==> src/core/mcd_cfg.svh <==
// Constants of the core datapath: vectors, memory map, stack geometry, adjust values.
// Assumes inclusion by name from the datapath package and modules.
`ifndef MCD_CFG_SVH
`define MCD_CFG_SVH

`define MCD_PC_W        11
`define MCD_IDX_W       12
`define MCD_IDX_LO_W    4
`define MCD_NIB_W       4
`define MCD_BYTE_W      8
`define MCD_PC_RESET    11'h000
`define MCD_VEC_SRC0    11'h014
`define MCD_VEC_SRC1    11'h018
`define MCD_VEC_SRC2    11'h010
`define MCD_VEC_SRC3    11'h01C
`define MCD_VEC_SRC5    11'h024
`define MCD_VEC_SRC6    11'h028
`define MCD_IDX_RESET   12'h000
`define MCD_STK_DEPTH   8
`define MCD_SP_W        3
`define MCD_SP_RESET    3'h7
`define MCD_SP_TOP      3'h7
`define MCD_RAM_WORDS   96
`define MCD_RAM_IDX_W   7
`define MCD_DIR_ADDR_W  7
`define MCD_IDX_ADDR_W  9
`define MCD_HOLE_LO     7'h50
`define MCD_HOLE_HI     7'h6F
`define MCD_HOLE_SIZE   7'h20
`define MCD_WR_BASE     7'h70
`define MCD_DEC_MAX     4'h9
`define MCD_DAA_FIX     4'h6
`define MCD_DAA_CMAX    4'h3
`define MCD_DAS_FIX     4'hA
`define MCD_DAS_MIN     4'h6

`endif

==> src/core/mcd_pkg.sv <==
// Types shared by the core datapath files.
// Assumes the constants header sits in the include path.
`include "mcd_cfg.svh"
package mcd_pkg;
  typedef logic [`MCD_PC_W-1:0]   mcd_pc_t;
  typedef logic [`MCD_IDX_W-1:0]  mcd_idx_t;
  typedef logic [`MCD_NIB_W-1:0]  mcd_nib_t;
  typedef logic [`MCD_BYTE_W-1:0] mcd_byte_t;
  typedef logic [`MCD_SP_W-1:0]   mcd_sp_t;

  // Program counter operation requested by the sequencer
  typedef enum logic [2:0] {
    MCD_PC_HOLD = 3'h0,
    MCD_PC_ADV  = 3'h1,
    MCD_PC_JUMP = 3'h2,
    MCD_PC_CALL = 3'h3,
    MCD_PC_IRQ  = 3'h4,
    MCD_PC_RET  = 3'h5
  } mcd_pc_op_t;

  // Accumulator operation
  typedef enum logic [1:0] {
    MCD_AC_HOLD = 2'h0,
    MCD_AC_LOAD = 2'h1,
    MCD_AC_DAA  = 2'h2,
    MCD_AC_DAS  = 2'h3
  } mcd_ac_op_t;
endpackage : mcd_pkg

==> src/core/mcd_stack_if.sv <==
// Carrier between the datapath and its return stack.
// Assumes one clock domain shared by both ends.
`timescale 1ns/1ps
interface mcd_stack_if;
  import mcd_pkg::*;
  logic    push;
  logic    pop;
  mcd_pc_t push_data;
  mcd_pc_t top_data;
  mcd_sp_t sp;

  modport core (output push, output pop, output push_data, input top_data, input sp);
  modport stk  (input push, input pop, input push_data, output top_data, output sp);
endinterface : mcd_stack_if

==> src/core/mcd_stack.sv <==
// Eight-level return stack with wrapping pointer and no overflow flag.
// Assumes push and pop are never requested together.
`timescale 1ns/1ps
`include "mcd_cfg.svh"
module mcd_stack (
  input  wire logic CORE_CLK_IN,
  input  wire logic RESETN_IN,
  input  wire logic CLK_EN_IN,
  mcd_stack_if.stk  stk
);
  import mcd_pkg::*;

  mcd_pc_t entry_mem [`MCD_STK_DEPTH];
  mcd_sp_t sp_reg;
  mcd_sp_t sp_next;

  // Pointer moves up on push, down on pop, wrapping both ways
  always_comb begin
    sp_next = sp_reg;
    if (stk.push) begin
      sp_next = sp_reg + 3'h1;
    end else if (stk.pop) begin
      sp_next = sp_reg - 3'h1;
    end
  end

  always_ff @(posedge CORE_CLK_IN or negedge RESETN_IN) begin
    if (!RESETN_IN) begin
      sp_reg <= `MCD_SP_RESET;
    end else if (CLK_EN_IN) begin
      sp_reg <= sp_next;
    end
  end

  // Push lands at the new pointer, overwriting the oldest entry when full
  always_ff @(posedge CORE_CLK_IN) begin
    if (CLK_EN_IN && stk.push) begin
      entry_mem[sp_next] <= stk.push_data;
    end
  end

  assign stk.top_data = entry_mem[sp_reg];
  assign stk.sp       = sp_reg;
endmodule : mcd_stack

==> src/core/mcd_datapath.sv <==
// Core datapath: program counter, vectors, index pointer, return stack, data memory, decimal adjust.
// Assumes the sequencer drives one operation per enabled cycle from the same clock.
`timescale 1ns/1ps
`include "mcd_cfg.svh"
// Function
// - Reset starts at 000H; source 0 vectors to 014H, source 1 to 018H.
// - Source 2 to 010H, 3 to 01CH, 5 to 024H, 6 to 028H.
// - Table reads addressed by index pointer; byte or nibble delivery per instruction.
// - Index pointer is 12 bits: 4-bit low part, 8-bit high part.
// - Load-index-low copies selected memory nibble into low part only.
// - Load-index-high fills high part from memory nibble and operand register.
// - Call or interrupt pushes program counter, last in first out.
// - Stack holds eight 11-bit entries, no overflow flag.
// - Push when full wraps pointer to 0 and overwrites entry 0.
// - Return loads program counter from latest entry then decrements pointer.
// - Return underflow restores entry 0, then wraps pointer from 0 to 7.
// - 96 nibbles in 00h-7Fh; 50h-6Fh absent.
// - Direct addressing takes address from instruction field, 00H-7FH.
// - Indexed addressing uses index pointer bits 6:0 over 00H-7FH, same hole excluded.
// - 70H-7FH serve as general storage and as working registers.
// - Decimal adjust after add: A-F/carry clear or 0-3/carry set adds 6.
// - Decimal adjust after subtract: 6-F with carry clear adds A.
// - Program counter is 11 bits, increments per instruction, clears on reset.
module mcd_datapath (
  input  wire logic               CORE_CLK_IN,
  input  wire logic               RESETN_IN,
  input  wire logic               CLK_EN_IN,
  input  wire mcd_pkg::mcd_pc_op_t PC_OP_IN,
  input  wire mcd_pkg::mcd_pc_t   PC_TARGET_IN,
  input  wire logic [2:0]         IRQ_SRC_IN,
  input  wire mcd_pkg::mcd_ac_op_t AC_OP_IN,
  input  wire mcd_pkg::mcd_nib_t  AC_DATA_IN,
  input  wire logic               CF_LOAD_IN,
  input  wire logic               CF_DATA_IN,
  input  wire logic               LOAD_INDEX_LOW_OP_IN,
  input  wire logic               LOAD_INDEX_HIGH_OP_IN,
  input  wire logic               RAM_INDEXED_IN,
  input  wire logic [6:0]         RAM_DIR_ADDR_IN,
  input  wire logic               RAM_WE_IN,
  input  wire mcd_pkg::mcd_nib_t  RAM_WDATA_IN,
  input  wire logic [3:0]         WR_SEL_IN,
  input  wire logic               TABLE_NIBBLE_IN,
  input  wire mcd_pkg::mcd_byte_t TABLE_DATA_IN,
  output logic                    TABLE_CAPTURE_IN_UNUSED_OUT,
  output mcd_pkg::mcd_pc_t        PROGRAM_COUNTER_OUT,
  output mcd_pkg::mcd_idx_t       INDEX_POINTER_OUT,
  output mcd_pkg::mcd_idx_t       TABLE_ADDR_OUT,
  output mcd_pkg::mcd_byte_t      TABLE_DATA_OUT,
  output mcd_pkg::mcd_nib_t       RAM_RDATA_OUT,
  output logic                    RAM_HOLE_OUT,
  output mcd_pkg::mcd_nib_t       WR_DATA_OUT,
  output mcd_pkg::mcd_nib_t       MAIN_OPERAND_OUT,
  output logic                    CARRY_FLAG_OUT,
  output mcd_pkg::mcd_sp_t        STACK_PTR_OUT
);
  import mcd_pkg::*;

  // Map a 7-bit memory address onto an array slot, flagging the hole
  function automatic logic [7:0] ram_slot(input logic [6:0] addr);
    logic [6:0] slot;
    logic       hole;
    hole = (addr >= `MCD_HOLE_LO) && (addr <= `MCD_HOLE_HI);
    slot = (addr > `MCD_HOLE_HI) ? 7'(addr - `MCD_HOLE_SIZE) : addr;
    return {hole, slot};
  endfunction : ram_slot

  // Vector for an interrupt source; undefined sources fall to the reset vector
  function automatic mcd_pc_t irq_vector(input logic [2:0] src);
    mcd_pc_t vec;
    unique case (src)
      3'h0:    vec = `MCD_VEC_SRC0;
      3'h1:    vec = `MCD_VEC_SRC1;
      3'h2:    vec = `MCD_VEC_SRC2;
      3'h3:    vec = `MCD_VEC_SRC3;
      3'h5:    vec = `MCD_VEC_SRC5;
      3'h6:    vec = `MCD_VEC_SRC6;
      default: vec = `MCD_PC_RESET;
    endcase
    return vec;
  endfunction : irq_vector

  mcd_stack_if stk_if ();

  mcd_stack u_stack (
    .CORE_CLK_IN (CORE_CLK_IN),
    .RESETN_IN   (RESETN_IN),
    .CLK_EN_IN   (CLK_EN_IN),
    .stk         (stk_if.stk)
  );

  mcd_pc_t   pc_reg;
  mcd_pc_t   pc_next;
  mcd_idx_t  index_pointer_reg;
  mcd_nib_t  ac_reg;
  mcd_nib_t  ac_next;
  logic      cf_reg;
  logic      cf_next;
  mcd_nib_t  ram_mem [`MCD_RAM_WORDS];
  logic [6:0] ram_addr;
  logic [7:0] ram_map;
  logic [7:0] wr_map;
  logic      ram_hole;
  mcd_nib_t  ram_rd;
  mcd_byte_t table_reg;
  mcd_nib_t  ram_rdata_reg;
  mcd_nib_t  wr_data_reg;
  logic      hole_reg;

  // Stack requests follow the program counter operation
  assign stk_if.push      = (PC_OP_IN == MCD_PC_CALL) || (PC_OP_IN == MCD_PC_IRQ);
  assign stk_if.pop       = (PC_OP_IN == MCD_PC_RET);
  assign stk_if.push_data = pc_reg;

  // Next program counter per operation
  always_comb begin
    pc_next = pc_reg;
    unique case (PC_OP_IN)
      MCD_PC_HOLD: pc_next = pc_reg;
      MCD_PC_ADV:  pc_next = 11'(pc_reg + 11'h001);
      MCD_PC_JUMP: pc_next = PC_TARGET_IN;
      MCD_PC_CALL: pc_next = PC_TARGET_IN;
      MCD_PC_IRQ:  pc_next = irq_vector(IRQ_SRC_IN);
      MCD_PC_RET:  pc_next = stk_if.top_data;
      default:     pc_next = pc_reg;
    endcase
  end

  // Program counter, cleared by reset
  always_ff @(posedge CORE_CLK_IN or negedge RESETN_IN) begin
    if (!RESETN_IN) begin
      pc_reg <= `MCD_PC_RESET;
    end else if (CLK_EN_IN) begin
      pc_reg <= pc_next;
    end
  end

  // Memory address: instruction field or index pointer bits 6:0
  assign ram_addr = RAM_INDEXED_IN ? index_pointer_reg[6:0] : RAM_DIR_ADDR_IN;
  assign ram_map  = ram_slot(ram_addr);
  assign ram_hole = ram_map[7];
  assign ram_rd   = ram_hole ? 4'h0 : ram_mem[ram_map[6:0]];
  assign wr_map   = ram_slot(7'(`MCD_WR_BASE + {3'h0, WR_SEL_IN}));

  // Memory write, dropped inside the hole
  always_ff @(posedge CORE_CLK_IN) begin
    if (CLK_EN_IN && RAM_WE_IN && !ram_hole) begin
      ram_mem[ram_map[6:0]] <= RAM_WDATA_IN;
    end
  end

  // Index pointer low and high parts
  always_ff @(posedge CORE_CLK_IN or negedge RESETN_IN) begin
    if (!RESETN_IN) begin
      index_pointer_reg <= `MCD_IDX_RESET;
    end else if (CLK_EN_IN) begin
      if (LOAD_INDEX_LOW_OP_IN) begin
        index_pointer_reg[3:0] <= ram_rd;
      end
      if (LOAD_INDEX_HIGH_OP_IN) begin
        index_pointer_reg[11:4] <= {ram_rd, ac_reg};
      end
    end
  end

  // Operand register and carry, with decimal adjust
  always_comb begin
    ac_next = ac_reg;
    cf_next = CF_LOAD_IN ? CF_DATA_IN : cf_reg;
    unique case (AC_OP_IN)
      MCD_AC_HOLD: ac_next = ac_reg;
      MCD_AC_LOAD: ac_next = AC_DATA_IN;
      MCD_AC_DAA: begin
        if (!cf_reg && ac_reg > `MCD_DEC_MAX) begin
          ac_next = 4'(ac_reg + `MCD_DAA_FIX);
          cf_next = 1'b1;
        end else if (cf_reg && ac_reg <= `MCD_DAA_CMAX) begin
          ac_next = 4'(ac_reg + `MCD_DAA_FIX);
          cf_next = 1'b1;
        end else begin
          cf_next = cf_reg;
        end
      end
      MCD_AC_DAS: begin
        if (!cf_reg && ac_reg >= `MCD_DAS_MIN) begin
          ac_next = 4'(ac_reg + `MCD_DAS_FIX);
        end
        cf_next = cf_reg;
      end
      default: ac_next = ac_reg;
    endcase
  end

  always_ff @(posedge CORE_CLK_IN or negedge RESETN_IN) begin
    if (!RESETN_IN) begin
      ac_reg <= 4'h0;
      cf_reg <= 1'b0;
    end else if (CLK_EN_IN) begin
      ac_reg <= ac_next;
      cf_reg <= cf_next;
    end
  end

  // Table data captured from the store, nibble picked by pointer bit 0
  always_ff @(posedge CORE_CLK_IN or negedge RESETN_IN) begin
    if (!RESETN_IN) begin
      table_reg <= 8'h00;
    end else if (CLK_EN_IN) begin
      if (TABLE_NIBBLE_IN) begin
        table_reg <= {4'h0, index_pointer_reg[0] ? TABLE_DATA_IN[7:4] : TABLE_DATA_IN[3:0]};
      end else begin
        table_reg <= TABLE_DATA_IN;
      end
    end
  end

  // Registered memory, working register and hole views
  always_ff @(posedge CORE_CLK_IN or negedge RESETN_IN) begin
    if (!RESETN_IN) begin
      ram_rdata_reg <= 4'h0;
      wr_data_reg   <= 4'h0;
      hole_reg      <= 1'b0;
    end else if (CLK_EN_IN) begin
      ram_rdata_reg <= ram_rd;
      wr_data_reg   <= ram_mem[wr_map[6:0]];
      hole_reg      <= ram_hole;
    end
  end

  // Table address: byte mode uses the pointer, nibble mode halves it
  assign TABLE_ADDR_OUT = TABLE_NIBBLE_IN ? {1'b0, index_pointer_reg[11:1]} : index_pointer_reg;

  assign TABLE_CAPTURE_IN_UNUSED_OUT = 1'b0;
  assign PROGRAM_COUNTER_OUT = pc_reg;
  assign INDEX_POINTER_OUT   = index_pointer_reg;
  assign TABLE_DATA_OUT      = table_reg;
  assign RAM_RDATA_OUT       = ram_rdata_reg;
  assign RAM_HOLE_OUT        = hole_reg;
  assign WR_DATA_OUT         = wr_data_reg;
  assign MAIN_OPERAND_OUT    = ac_reg;
  assign CARRY_FLAG_OUT      = cf_reg;
  assign STACK_PTR_OUT       = stk_if.sp;
endmodule : mcd_datapath

==> config.mk <==
export PLATFORM = sky130hd
export DESIGN_NAME = mcd_datapath
export DESIGN_NICKNAME = d
export VERILOG_FILES = /design/src/core/mcd_pkg.sv /design/src/core/mcd_stack_if.sv /design/src/core/mcd_stack.sv /design/src/core/mcd_datapath.sv
export VERILOG_INCLUDE_DIRS = /design/src /design/src/core
export SDC_FILE = /design/constraint.sdc
export NUM_CORES = 1
export LEC_CHECK = 0
export BUFFER_PORTS_ARGS = -buffer_cell sky130_fd_sc_hd__buf_2
export CAP_MARGIN = 25
export CORE_ASPECT_RATIO = 1.25
export CORE_MARGIN = 2
export CORE_UTILIZATION = 25
export DETAILED_ROUTE_END_ITERATION = 8
export GPL_TIMING_DRIVEN = 0
export PLACE_DENSITY = 0.48
export SLEW_MARGIN = 40
export SYNTH_ARGS = -nofsm -noshare
export SYNTH_HDL_FRONTEND = slang
export SYNTH_HIERARCHICAL = 1
export SYNTH_SLANG_ARGS = --single-unit
==> constraint.sdc <==
create_clock -name CORE_CLK_IN -period 3.1 [get_ports CORE_CLK_IN]
set_clock_uncertainty 0.2 [all_clocks]
set_input_delay 0.155 -clock CORE_CLK_IN [delete_from_list [all_inputs] [get_ports CORE_CLK_IN]]
set_output_delay 0.155 -clock CORE_CLK_IN [all_outputs]
set_load 0.05 [all_outputs]
==> metrics.log <==
INFO  metric run_status = complete, no violations
INFO  metric final-max-slew-violation-count = 0
INFO  metric worst-setup-path-type = reg2reg
INFO  metric vias_per_cell = ~4.8
INFO  metric setup_violations = 0
INFO  metric hold_path_class = in2reg
INFO  metric average_routed_wire_per_standard_cell = around 23 µm
INFO  metric fill_cells = slightly below 9000
INFO  metric grt_start_max_net_pins = approximately 70
INFO  metric cts_tree = built
INFO  metric place_congestion = 0.859
INFO  metric holdPathEnd = PROGRAM_COUNTER_OUT[3]
INFO  metric power.ir.vdd_worst = a little under 0.5 mV
INFO  metric reg2reg_depth = 8
INFO  metric final_period_minus_worst_setup_slack = a little over 3 ns
INFO  metric power_frac_clock = approximately 28%
INFO  metric place_worst_setup_slack = -1.08 ns
INFO  metric rsz0062_at_grt = true
INFO  metric setup.worst_path.start_class = flip-flop
INFO  metric r2r_end = u_stack/entry_mem[2][8]
INFO  metric endpoint_kind = flip-flop
INFO  metric final_critical_path_setup_slack = about 0.0068 ns
INFO  metric residual_overflow_from_global_routing = 0
INFO  metric max-cap-violations = 0
INFO  metric area_share_of_the_leading_cell_type_in_the_synthesized_netlist = between 60% and 70%
INFO  metric finalHoldViolCount = 0
INFO  metric cts_htree_levels = 2
INFO  metric synthesis.instances = about 1700
INFO  metric layout_common_cells = sky130_fd_sc_hd__edfxtp_1 (472), sky130_fd_sc_hd__nand2_1 (380), sky130_fd_sc_hd__buf_2 (132)
INFO  metric netlist.top_cell.by_area = sky130_fd_sc_hd__edfxtp_1
INFO  metric largest_register_ff_count = approximately 380
INFO  metric crit_path_max_fanout = 11
INFO  metric globalRouteTotalUtil = between 15 and 20%
INFO  metric worst_pin_slew = 0.797 ns
INFO  metric netSwitchingFraction = 36.5%
INFO  metric final_layout_size_suffix_gt1_share = between 20% and 30%
INFO  metric synth_cell_types = 66
INFO  metric fp.dieW = 271 µm
INFO  metric antenna_found_initial = 0
INFO  metric min_path_cells = 6
INFO  metric route.vias.total = 15143
INFO  metric p_sw = around 7.5 mW
INFO  metric synth_warnings = 6
INFO  metric p_int = between 10 and 15 mW
INFO  metric fp-row-count = between 100 and 150
INFO  metric syn-mean-instance-area = 13.1 µm²
INFO  metric numCtsBuffers = 51
INFO  metric numPortBuffers = around 110
INFO  metric grt_first_pass_wirelength = between 100000 and 150000 µm
INFO  metric async_reset_ff_share = a little under a tenth
INFO  metric number_of_global_route_vias_before_repair = approximately 15000
INFO  metric yosys_most_used_dff = sky130_fd_sc_hd__edfxtp_1
INFO  metric layout.area.seq = between 0.015 and 0.02 mm²
INFO  metric clk-insertion-delay-late = around 0.6 ns
INFO  metric ctsRootBufferMaster = sky130_fd_sc_hd__clkbuf_16
INFO  metric nNetsFinal = 1998
INFO  metric multi_input_comb_area = ~0.007 mm²
INFO  metric required = between 3 and 4 ns
INFO  metric routed_wirelength = a little over 70000 µm
INFO  metric netlist_area = between 0.02 and 0.025 mm²
INFO  metric max_clock_freq = ~0.32 GHz
INFO  metric post_synth_edffs = between 400 and 500
INFO  metric remaining_drc_errors = 0
INFO  metric rrSetupSlack = ~0.0068 ns
INFO  metric power.static_leakage = between 9 and 10 nW
INFO  metric min-delay-start = IRQ_SRC_IN[1]
INFO  metric ios = about 120
INFO  metric cp_data_arrival_time = about 3.1 ns
INFO  metric n_antenna_cell = 0
INFO  metric mostFrequentLayoutCell = sky130_fd_sc_hd__edfxtp_1
INFO  metric mappedNetlistNets = around 1800
INFO  metric combPwrFrac = a little under a third
INFO  metric hpwlAfterDp = ~50000 µm
INFO  metric slew_headroom = between 40% and 50%
INFO  metric post_detailed_route_count_of_antenna_violating_nets = 0
INFO  metric share_seq_of_total_power = between 40% and 50%
INFO  metric initial_core_util = about 25%
INFO  metric synth.yosys.seq_area_share = between 60 and 70%
INFO  metric final.setup.tns = 0 ns
INFO  metric reg2reg_from = u_stack/stk.sp[0]
INFO  metric post-route-util = between 30% and 40%
INFO  metric first_iter_violations = 1504
INFO  metric design.core.area = slightly below 0.09 mm²
INFO  metric cts_num_sinks = 520
INFO  metric chipHeight = ~340 µm
INFO  metric cts_buffer_depth = 3
INFO  metric holdWs = roughly 0.08 ns
INFO  metric ys_top_cells_by_area = sky130_fd_sc_hd__edfxtp_1 (64%), sky130_fd_sc_hd__nand2_1 (6.5%), sky130_fd_sc_hd__dfrtp_1 (5.0%), sky130_fd_sc_hd__mux4_2 (3.8%), sky130_fd_sc_hd__nand3_1 (2.9%)
INFO  metric pwr_density_cell = approximately 750 mW/mm²
INFO  metric synth-seq-cells = 520
INFO  metric clkSlewWorstSetupHoldPaths = 0.06 ns
INFO  metric floorplan.die_area = just over 0.09 mm²
INFO  metric synthToLayoutAreaGrowth = 23.6%
INFO  metric dr_pass1_iterations = 5
INFO  metric period_share = around 100%
==> worst max path at each step <==
stage	startpoint	slack, ns	to
after floorplan	u_stack/stk.sp[0]	0.002	u_stack/entry_mem[1][0]
after global placement	PC_OP_IN[1]	-0.98	u_stack/entry_mem[4][6]
after detailed placement	INDEX_POINTER_OUT[0]	-1.08	ram_mem[6][0]
after CTS	u_stack/stk.sp[0]	-0.04	u_stack/entry_mem[3][8]
after global routing	u_stack/stk.sp[0]	-0.16	u_stack/entry_mem[2][8]
final	u_stack/stk.sp[0]	0.007	u_stack/entry_mem[2][8]
==> synth_stat cells, types with 33 or more instances <==
master,n
sky130_fd_sc_hd__a31oi_1,51
sky130_fd_sc_hd__a32oi_1,42
sky130_fd_sc_hd__buf_2,45
sky130_fd_sc_hd__clkbuf_1,49
sky130_fd_sc_hd__dfrtp_1,45
sky130_fd_sc_hd__edfxtp_1,472
sky130_fd_sc_hd__mux2i_1,47
sky130_fd_sc_hd__mux4_2,38
sky130_fd_sc_hd__nand2_1,389
sky130_fd_sc_hd__nand3_1,129
sky130_fd_sc_hd__nor2_1,132
sky130_fd_sc_hd__o21ai_0,33
==> layout make-up <==
cell class                 instances  area share [%]
clock buffer                      62            4.78
tap                             1178            5.35
buffer                           107            2.48
sequential                       520            55.8
inverter                          25           0.340
timing repair buffer             184            5.00
multi-input combinational       1047            25.7
clock inverter                    30           0.617
==> logic make-up after synthesis <==
| kind of cell | synth area share [%] |
|---|---|
| flip-flops | 68.9 |
| multiplexers | 7.48 |
| AO/OA/AOI/OAI | 6.44 |
| XOR/XNOR | 0.275 |
| buffers and inverters | 2.85 |
| AND/OR/NAND/NOR | 13.7 |
| adder cells (fa/ha/maj) | 0.370 |
| other | 0.0168 |
==> through the flow <==
stage          total power, mW  instances  instance area, µm²
2_1_floorplan             12.2       1703               22300
3_3_place_gp              14.3       2992               24400
3_5_place_dp              14.4       3000               24500
4_1_cts                   20.6       3145               27200
5_1_grt                   21.4       3153               27600
6_report                  20.6       3153               27600
==> metal layers <==
metal | up-vias | global-route usage (%) | routed length [µm]
met5 | - | 0 | 0
met4 | 0 | 4.76 | 2170
met3 | 120 | 2.39 | 4550
met2 | 567 | 28.2 | 37100
met1 | 7626 | 18.6 | 27900
li1 | 6830 | - | -
==> critical path: stages, from the launching register on <==
cell and delay [ns]:
sky130_fd_sc_hd__dfstp_2 0.55, sky130_fd_sc_hd__buf_6 0.16, sky130_fd_sc_hd__buf_8 0.18, sky130_fd_sc_hd__inv_1 0.08, sky130_fd_sc_hd__ha_1 0.28, sky130_fd_sc_hd__clkbuf_1 0.32
sky130_fd_sc_hd__inv_1 0.07, sky130_fd_sc_hd__or2_2 0.33, sky130_fd_sc_hd__nor2_2 0.56
==> repair_timing <==
| action | CTS | global route |
|---|---|---|
| gates resized for setup | 187 | 81 |
| hold buffers | 52 | 1 |
| hold endpoints to repair | 315 | 1 |
| setup buffers | 4 | 7 |
| endpoints found under the setup margin | 418 | 400 |
| pin swaps | 1 | 5 |
==> power by group through the flow <==
stage | logic, mW | registers, mW | clock network, mW
after floorplan | 3.05 | 9.18 | 0
after global placement | 5.77 | 8.58 | 0
after detailed placement | 5.84 | 8.60 | 0
after CTS | 6.24 | 8.43 | 5.89
after global routing | 6.79 | 8.51 | 6.14
final | 6.39 | 8.45 | 5.77
Power figures use the tool's default switching activity.
